## config.mk

```make
export PLATFORM = sky130hd
export DESIGN_NAME = ccr_regs
export DESIGN_NICKNAME = d
export VERILOG_FILES = /design/src/core/ccr_pkg.sv /design/src/core/ccr_regs.sv
export VERILOG_INCLUDE_DIRS = /design/src /design/src/core
export SDC_FILE = /design/constraint.sdc
export NUM_CORES = 1
export LEC_CHECK = 0
export ABC_AREA = 1
export ABC_CLOCK_PERIOD_IN_PS = 1400
export BUFFER_PORTS_ARGS = -buffer_cell sky130_fd_sc_hd__buf_4
export CAP_MARGIN = 10
export CORE_ASPECT_RATIO = 1.2
export CORE_MARGIN = 2
export CORE_UTILIZATION = 52
export CTS_CLUSTER_SIZE = 14
export DETAILED_ROUTE_END_ITERATION = 10
export PLACE_DENSITY_LB_ADDON = 0.3
export RECOVER_POWER = 50
export SLEW_MARGIN = 20
export SYNTH_ARGS = -nofsm -noshare
export SYNTH_HDL_FRONTEND = slang
export SYNTH_SLANG_ARGS = --single-unit
```

## constraint.sdc

```tcl
create_clock -name sys_clk -period 1.4 [get_ports sys_clk]
set_input_delay 0 -clock sys_clk [delete_from_list [all_inputs] [get_ports sys_clk]]
set_output_delay 0 -clock sys_clk [all_outputs]
set_load 0.1 [all_outputs]
```

## src/core/ccr_defs.svh

```systemverilog
// Offsets, field positions, power-on values and masks for the charger control register slice.
`ifndef CCR_DEFS_SVH
`define CCR_DEFS_SVH

`define CCR_DEV_ADDR 7'h3b
`define CCR_OFS_INSRC 8'h00
`define CCR_OFS_OPMODE 8'h01
`define CCR_OFS_LAST 8'h0f
`define CCR_UNMAPPED_RD 8'hff
`define CCR_UNIMPL_RD 8'h00

`define CCR_INSRC_POV 8'h17
`define CCR_OPMODE_POV 8'h1a

`define CCR_DISC_BIT 7
`define CCR_STAT_MSB 6
`define CCR_STAT_LSB 5
`define CCR_ILIM_MSB 4
`define CCR_ILIM_LSB 0
`define CCR_LLM_BIT 7
`define CCR_KICK_BIT 6
`define CCR_BOOST_BIT 5
`define CCR_CHG_BIT 4
`define CCR_SYSMIN_MSB 3
`define CCR_SYSMIN_LSB 1
`define CCR_MINBAT_BIT 0

`define CCR_INSRC_WD_MASK 8'h80
`define CCR_OPMODE_WD_MASK 8'h70
`define CCR_KICK_MASK 8'h40

`endif

```

## src/core/ccr_pkg.sv

```systemverilog
// Types shared by the charger control register slice and its bus engine.
package ccr_pkg;

    // One cycle of traffic from the serial protocol engine, at byte level.
    typedef struct packed {
        logic       start;
        logic [6:0] dev_addr;
        logic       rw;
        logic       rx_valid;
        logic [7:0] rx_byte;
        logic       tx_req;
        logic       stop;
    } ccr_xfer_t;

    typedef enum logic [1:0] {
        CCR_STAT_CHARGE,
        CCR_STAT_PATTERN,
        CCR_STAT_FLOAT0,
        CCR_STAT_FLOAT1
    } ccr_stat_src_t;

endpackage

```

## src/core/ccr_regs.sv

```systemverilog
// Charger control registers 0x00 and 0x01 behind a byte-level serial target port.
//
// Contract
// - Every register is eight bits, bit 0 least significant.
// - Target answers only at seven-bit address 0x3B; host uses it.
// - Register 0x00 is read/write, power-on value 00010111.
// - Register 0x01 is read/write, power-on value 00011010.
// - Register 0x00 bit 7 set isolates the input supply pin.
// - Register 0x00 bits 6:5 choose status pin source or float.
// - Register 0x00 bits 4:0 give input current limit code.
// - Detection result overwrites current limit; host writes only afterwards.
// - Register 0x01 bit 7 set disables light-load reduced frequency switching.
// - Writing 1 to register 0x01 bit 6 restarts the watchdog.
// - Watchdog kick bit returns to zero after the restart.
// - Register 0x01 bit 5 enables boost, overriding charge enable.
// - Charging only when bit 4 set and charge pin held low.
// - Register 0x01 bits 3:1 select the minimum system voltage.
// - Disconnect, kick, boost, charge bits also reset on watchdog expiry.
// - Reads beyond offset 0x0F return 0xFF.
// - Register pointer advances by one after each data byte.
`timescale 1ns/1ps
`include "ccr_defs.svh"

module ccr_regs (
    input wire logic sys_clk,
    input wire logic rstn,
    input wire ccr_pkg::ccr_xfer_t xfer,
    input wire logic reg_reset_req,
    input wire logic wd_expired,
    input wire logic det_done,
    input wire logic [4:0] det_limit,
    input wire logic charge_enable_pin_n,
    output logic addr_ack,
    output logic [7:0] tx_data,
    output logic tx_valid,
    output logic input_isolated_state,
    output ccr_pkg::ccr_stat_src_t status_pin_source_sel,
    output logic [4:0] input_current_limit,
    output logic reduced_frequency_switching,
    output logic watchdog_kick,
    output logic boost_output_mode,
    output logic charge_active,
    output logic [2:0] min_system_voltage,
    output logic boost_min_battery_sel
);

    logic [7:0] insrc_reg;
    logic [7:0] insrc_next;
    logic [7:0] opmode_reg;
    logic [7:0] opmode_next;
    logic [7:0] ptr_reg;
    logic sel_reg;
    logic rd_reg;
    logic want_ptr_reg;
    logic kick_reg;

    wire addr_hit = xfer.start && (xfer.dev_addr == `CCR_DEV_ADDR);
    wire wr_ptr = sel_reg && !rd_reg && want_ptr_reg && xfer.rx_valid;
    wire wr_data = sel_reg && !rd_reg && !want_ptr_reg && xfer.rx_valid;
    wire rd_data = sel_reg && rd_reg && xfer.tx_req;
    wire wr0 = wr_data && (ptr_reg == `CCR_OFS_INSRC);
    wire wr1 = wr_data && (ptr_reg == `CCR_OFS_OPMODE);

    // Registers past 0x01 live elsewhere, so inside the map they read as zero here.
    wire [7:0] rd_val = (ptr_reg > `CCR_OFS_LAST) ? `CCR_UNMAPPED_RD :
                        (ptr_reg == `CCR_OFS_INSRC) ? insrc_reg :
                        (ptr_reg == `CCR_OFS_OPMODE) ? opmode_reg : `CCR_UNIMPL_RD;

    // A host write in the same cycle as a detection result loses the current limit field,
    // since the host is only expected to write after detection has settled.
    wire [7:0] insrc_wr = wr0 ? xfer.rx_byte : insrc_reg;
    wire [7:0] insrc_det = det_done ? {insrc_wr[7:5], det_limit} : insrc_wr;
    // A fresh kick written in the clearing cycle wins over the clear.
    wire [7:0] opmode_wr = wr1 ? xfer.rx_byte : (kick_reg ? (opmode_reg & ~`CCR_KICK_MASK) : opmode_reg);

    assign insrc_next = reg_reset_req ? `CCR_INSRC_POV :
                        wd_expired ? ((insrc_det & ~`CCR_INSRC_WD_MASK) | (`CCR_INSRC_POV & `CCR_INSRC_WD_MASK)) :
                        insrc_det;
    assign opmode_next = reg_reset_req ? `CCR_OPMODE_POV :
                         wd_expired ? ((opmode_wr & ~`CCR_OPMODE_WD_MASK) | (`CCR_OPMODE_POV & `CCR_OPMODE_WD_MASK)) :
                         opmode_wr;

    wire kick_next = opmode_reg[`CCR_KICK_BIT] && !kick_reg;
    wire boost_next = opmode_reg[`CCR_BOOST_BIT];
    wire chg_next = opmode_reg[`CCR_CHG_BIT] && !charge_enable_pin_n && !boost_next;

    always_ff @(posedge sys_clk) begin
        if (!rstn) begin
            insrc_reg <= `CCR_INSRC_POV;
            opmode_reg <= `CCR_OPMODE_POV;
        end else begin
            insrc_reg <= insrc_next;
            opmode_reg <= opmode_next;
        end
    end

    always_ff @(posedge sys_clk) begin
        if (!rstn) begin
            sel_reg <= 1'b0;
            rd_reg <= 1'b0;
            want_ptr_reg <= 1'b0;
            ptr_reg <= 8'h00;
        end else if (xfer.start) begin
            sel_reg <= addr_hit;
            rd_reg <= xfer.rw;
            want_ptr_reg <= !xfer.rw;
        end else if (xfer.stop) begin
            sel_reg <= 1'b0;
        end else if (wr_ptr) begin
            ptr_reg <= xfer.rx_byte;
            want_ptr_reg <= 1'b0;
        end else if (wr_data || rd_data) begin
            ptr_reg <= ptr_reg + 8'h01;
        end
    end

    always_ff @(posedge sys_clk) begin
        if (!rstn) begin
            addr_ack <= 1'b0;
            tx_valid <= 1'b0;
            tx_data <= 8'h00;
        end else begin
            addr_ack <= addr_hit;
            tx_valid <= rd_data;
            if (rd_data) begin
                tx_data <= rd_val;
            end
        end
    end

    always_ff @(posedge sys_clk) begin
        if (!rstn) begin
            input_isolated_state <= 1'b0;
            status_pin_source_sel <= ccr_pkg::CCR_STAT_CHARGE;
            input_current_limit <= 5'h17;
            reduced_frequency_switching <= 1'b1;
            watchdog_kick <= 1'b0;
            kick_reg <= 1'b0;
            boost_output_mode <= 1'b0;
            charge_active <= 1'b0;
            min_system_voltage <= 3'h5;
            boost_min_battery_sel <= 1'b0;
        end else begin
            input_isolated_state <= insrc_reg[`CCR_DISC_BIT];
            status_pin_source_sel <= ccr_pkg::ccr_stat_src_t'(insrc_reg[`CCR_STAT_MSB:`CCR_STAT_LSB]);
            input_current_limit <= insrc_reg[`CCR_ILIM_MSB:`CCR_ILIM_LSB];
            reduced_frequency_switching <= !opmode_reg[`CCR_LLM_BIT];
            kick_reg <= kick_next;
            watchdog_kick <= kick_next;
            boost_output_mode <= boost_next;
            charge_active <= chg_next;
            min_system_voltage <= opmode_reg[`CCR_SYSMIN_MSB:`CCR_SYSMIN_LSB];
            boost_min_battery_sel <= opmode_reg[`CCR_MINBAT_BIT];
        end
    end
endmodule // ccr_regs

```

==> results.yml <==
synthesis:
  synth_common_cells: "68 x nand2_1, 53 x dfxtp_1, 39 x nand3_1"
  ys_types: 28
  synth_seq_cells: 53
  synthesis.area_mm2: 0.00230
  synth_top_cell_area_share: 0.461
  yosysSeqAreaShare: 0.461
  synthCells: 310
  synth_area_leaders: "dfxtp_1 46%, nand2_1 11%, nand3_1 8.5%"
  syn_avg_cell_area_um2: 7.42
  yosysTopAreaCell: "dfxtp_1"
  ys.flop_type: "dfxtp_1"
  synth-async-reset-ratio: 0
  synth_edf_count: 0
  ys.warnings.count: 0
  yosysMostFrequentCell: "nand2_1"
  syn-num-nets: 344
sta:
  max_slew_margin: 0.634
  final-max-slew-violation-count: 0
  tightest_slew_ns: 0.552
  fin_worst_skew_ns: 0.00278
  post-route-min-period_ns: 1.34
  max_clock_freq_ghz: 0.747
  whs_ns: -0.0214
  timing_hold_violations_final: 2
  fin_crit_sh: 0.957
  setup_viol: 0
worst_setup_path:
  worst_r2r_endpoint: "insrc_reg[2]"
  required_ns: 1.59
  endpoint_kind: "register"
  regToRegStartpoint: "ptr_reg[0]"
  rrSetupSlack_ns: 0.06
  cp_max_fo: 11
  reg2reg_depth: 8
  worstPathArrival_ns: 1.53
  start_kind: "register"
  critPathKind: "reg -> reg"
detailed_routing:
  vias_per_cell: 5.07
  dr_total_vias: 2305
  dr_wl_met2_mm: 3.06
  top_layer: "met4"
  wl_mm: 5.94
  ant_nets: 0
  wl_per_cell_um: 13.1
  route.detailed.drc: 0
  drtPass1Iterations: 5
  wl_met3_um: 393
  met1_length_mm: 2.30
  first_iter_violations: 111
run_status:
  violations: "negative hold slack"
  run_status: "finished with violations"
final_layout:
  area_delta_synth_final_pct: 35.4
  drive_above_1_share: 0.266
  fin_nets: 432
  antenna_cells: 0
  fillers: 346
  stdcell_count: 455
grt:
  grt_max_degree: 23
  grt_pass1_vias: 2202
  antenna_found_initial: 0
  grt.total_usage: 0.251
  grt-ovfl-total: 0
  grt_pass1_wl_mm: 9.75
floorplanning:
  die-area_mm2: 0.00497
  core_mm2: 0.00426
  die_w_um: 64.7
  ios: 57
  rows: 26
  die_h_um: 76.9
  initial_core_util: 0.540
clock_tree:
  cts-root-buf: "clkbuf_8"
  cts_tree: "built"
  clock_path_buffers: 2
  cts_buffers: 5
  numClockSinks: 53
  insertion_delay_ns: 0.30
  postCtsSetupBuffers: 0
  path_clk_slew_ns: 0.09
  cts_max_level: 2
power:
  max-vdd-ir-drop_v: 0.000532
  power.total_mw: 2.65
  power.leakage_nw: 1.52
  power_density_mw_per_mm2: 850
placed_design:
  place.gp.congestion: 0.891
  post-place-cells: 427
  detailed_place_hpwl_mm: 4.03
  port_buffers: 56
min_path:
  hold_path_depth: 3
  min_path_type: "in -> reg"
  min_from: "xfer[19]"
  hold_end: "addr_ack"
job:
  maxCapViolations: 0
[critical path: stages, from the launching register on]
cell     delay, ns
dfxtp_2       0.36
inv_1         0.07
ha_1          0.22
nand2_2       0.12
nor2_8        0.06
nand2_4       0.14
nand2_1       0.10
nand2_1       0.09
nand3_1       0.09
[what timing repair did]
action                                 4_1_cts  5_1_grt
endpoints found under the hold margin       21        0
pin swaps                                    0        2
hold buffers                                21        0
resized for setup                            1       15
setup endpoints to repair                    3       23
[cell usage in the layout, fill, tap and decap left out, types with 3 or more instances in the layout]
cell type,instances
inv_1,35
dfxtp_1,51
ha_1,3
or2_2,7
a21oi_1,20
clkbuf_8,5
dlygate4sd3_1,20
buf_4,49
o21ai_1,7
clkbuf_2,19
nand2_1,68
nand3_1,38
o21a_1,6
o21ai_0,9
inv_2,3
nor2_4,3
nor2_2,4
nor3_1,3
nor2_1,26
[power by group]
part	switching (mW)	total (mW)	internal, mW	leakage, nW
Combinational	0.144	0.267	0.124	1.06
Sequential	0.0120	1.53	1.52	0.430
Clock	0.492	0.845	0.353	0.0374
[metal layers]
metal | GRT usage | vias up
li1 | - | 1165
met2 | 0.426 | 90
met5 | 0 | -
met4 | 0.147 | 0
met3 | 0.0601 | 19
met1 | 0.280 | 1031
[final cells by class]
class / count / area, um2 / area share
Sequential cell: 53 / 1060 / 0.342
Multi-Input combinational cell: 209 / 1070 / 0.344
Tap cell: 56 / 70.1 / 0.0225
Clock inverter: 2 / 15.0 / 0.00482
Inverter: 41 / 159 / 0.0510
Timing Repair Buffer: 88 / 663 / 0.213
Clock buffer: 6 / 72.6 / 0.0233
[worst max path at each step]
stage / end / slack (ns) / start / cells after the start
4_1_cts: insrc_reg[5] / 0.03 / ptr_reg[0] / 7
3_5_place_dp: insrc_reg[1] / 0.006 / ptr_reg[0] / 8
3_3_place_gp: insrc_reg[1] / 0.05 / ptr_reg[0] / 8
5_1_grt: insrc_reg[2] / -0.003 / ptr_reg[0] / 8
6_report: insrc_reg[2] / 0.06 / ptr_reg[0] / 8
2_1_floorplan: opmode_reg[6] / 0.07 / kick_reg / 3
[per-stage QoR]
step	worst slack, ns	util	TNS [ns]	hold slack (ns)	cell area [um2]
floorplan	0.0728	-	0	0.0759	2300
global route	-0.00268	0.731	-0.00268	0.0223	3110
CTS	0.0304	0.736	0	0.00943	3140
finish	0.0607	0.731	0	-0.0214	3110
detailed placement	0.00578	0.666	0	0.168	2840
global placement	0.0495	0.666	0	0.168	2840
[kinds of logic (layout without fill, tap and decap cells)]
family,count (synthesis),count (layout),synth area share
simple gates,159,159,0.321
flops,53,53,0.461
fa+ha+maj,3,3,0.0163
buf+inv,48,137,0.0854
compound gates,47,47,0.116
Power figures use the tool's default switching activity.
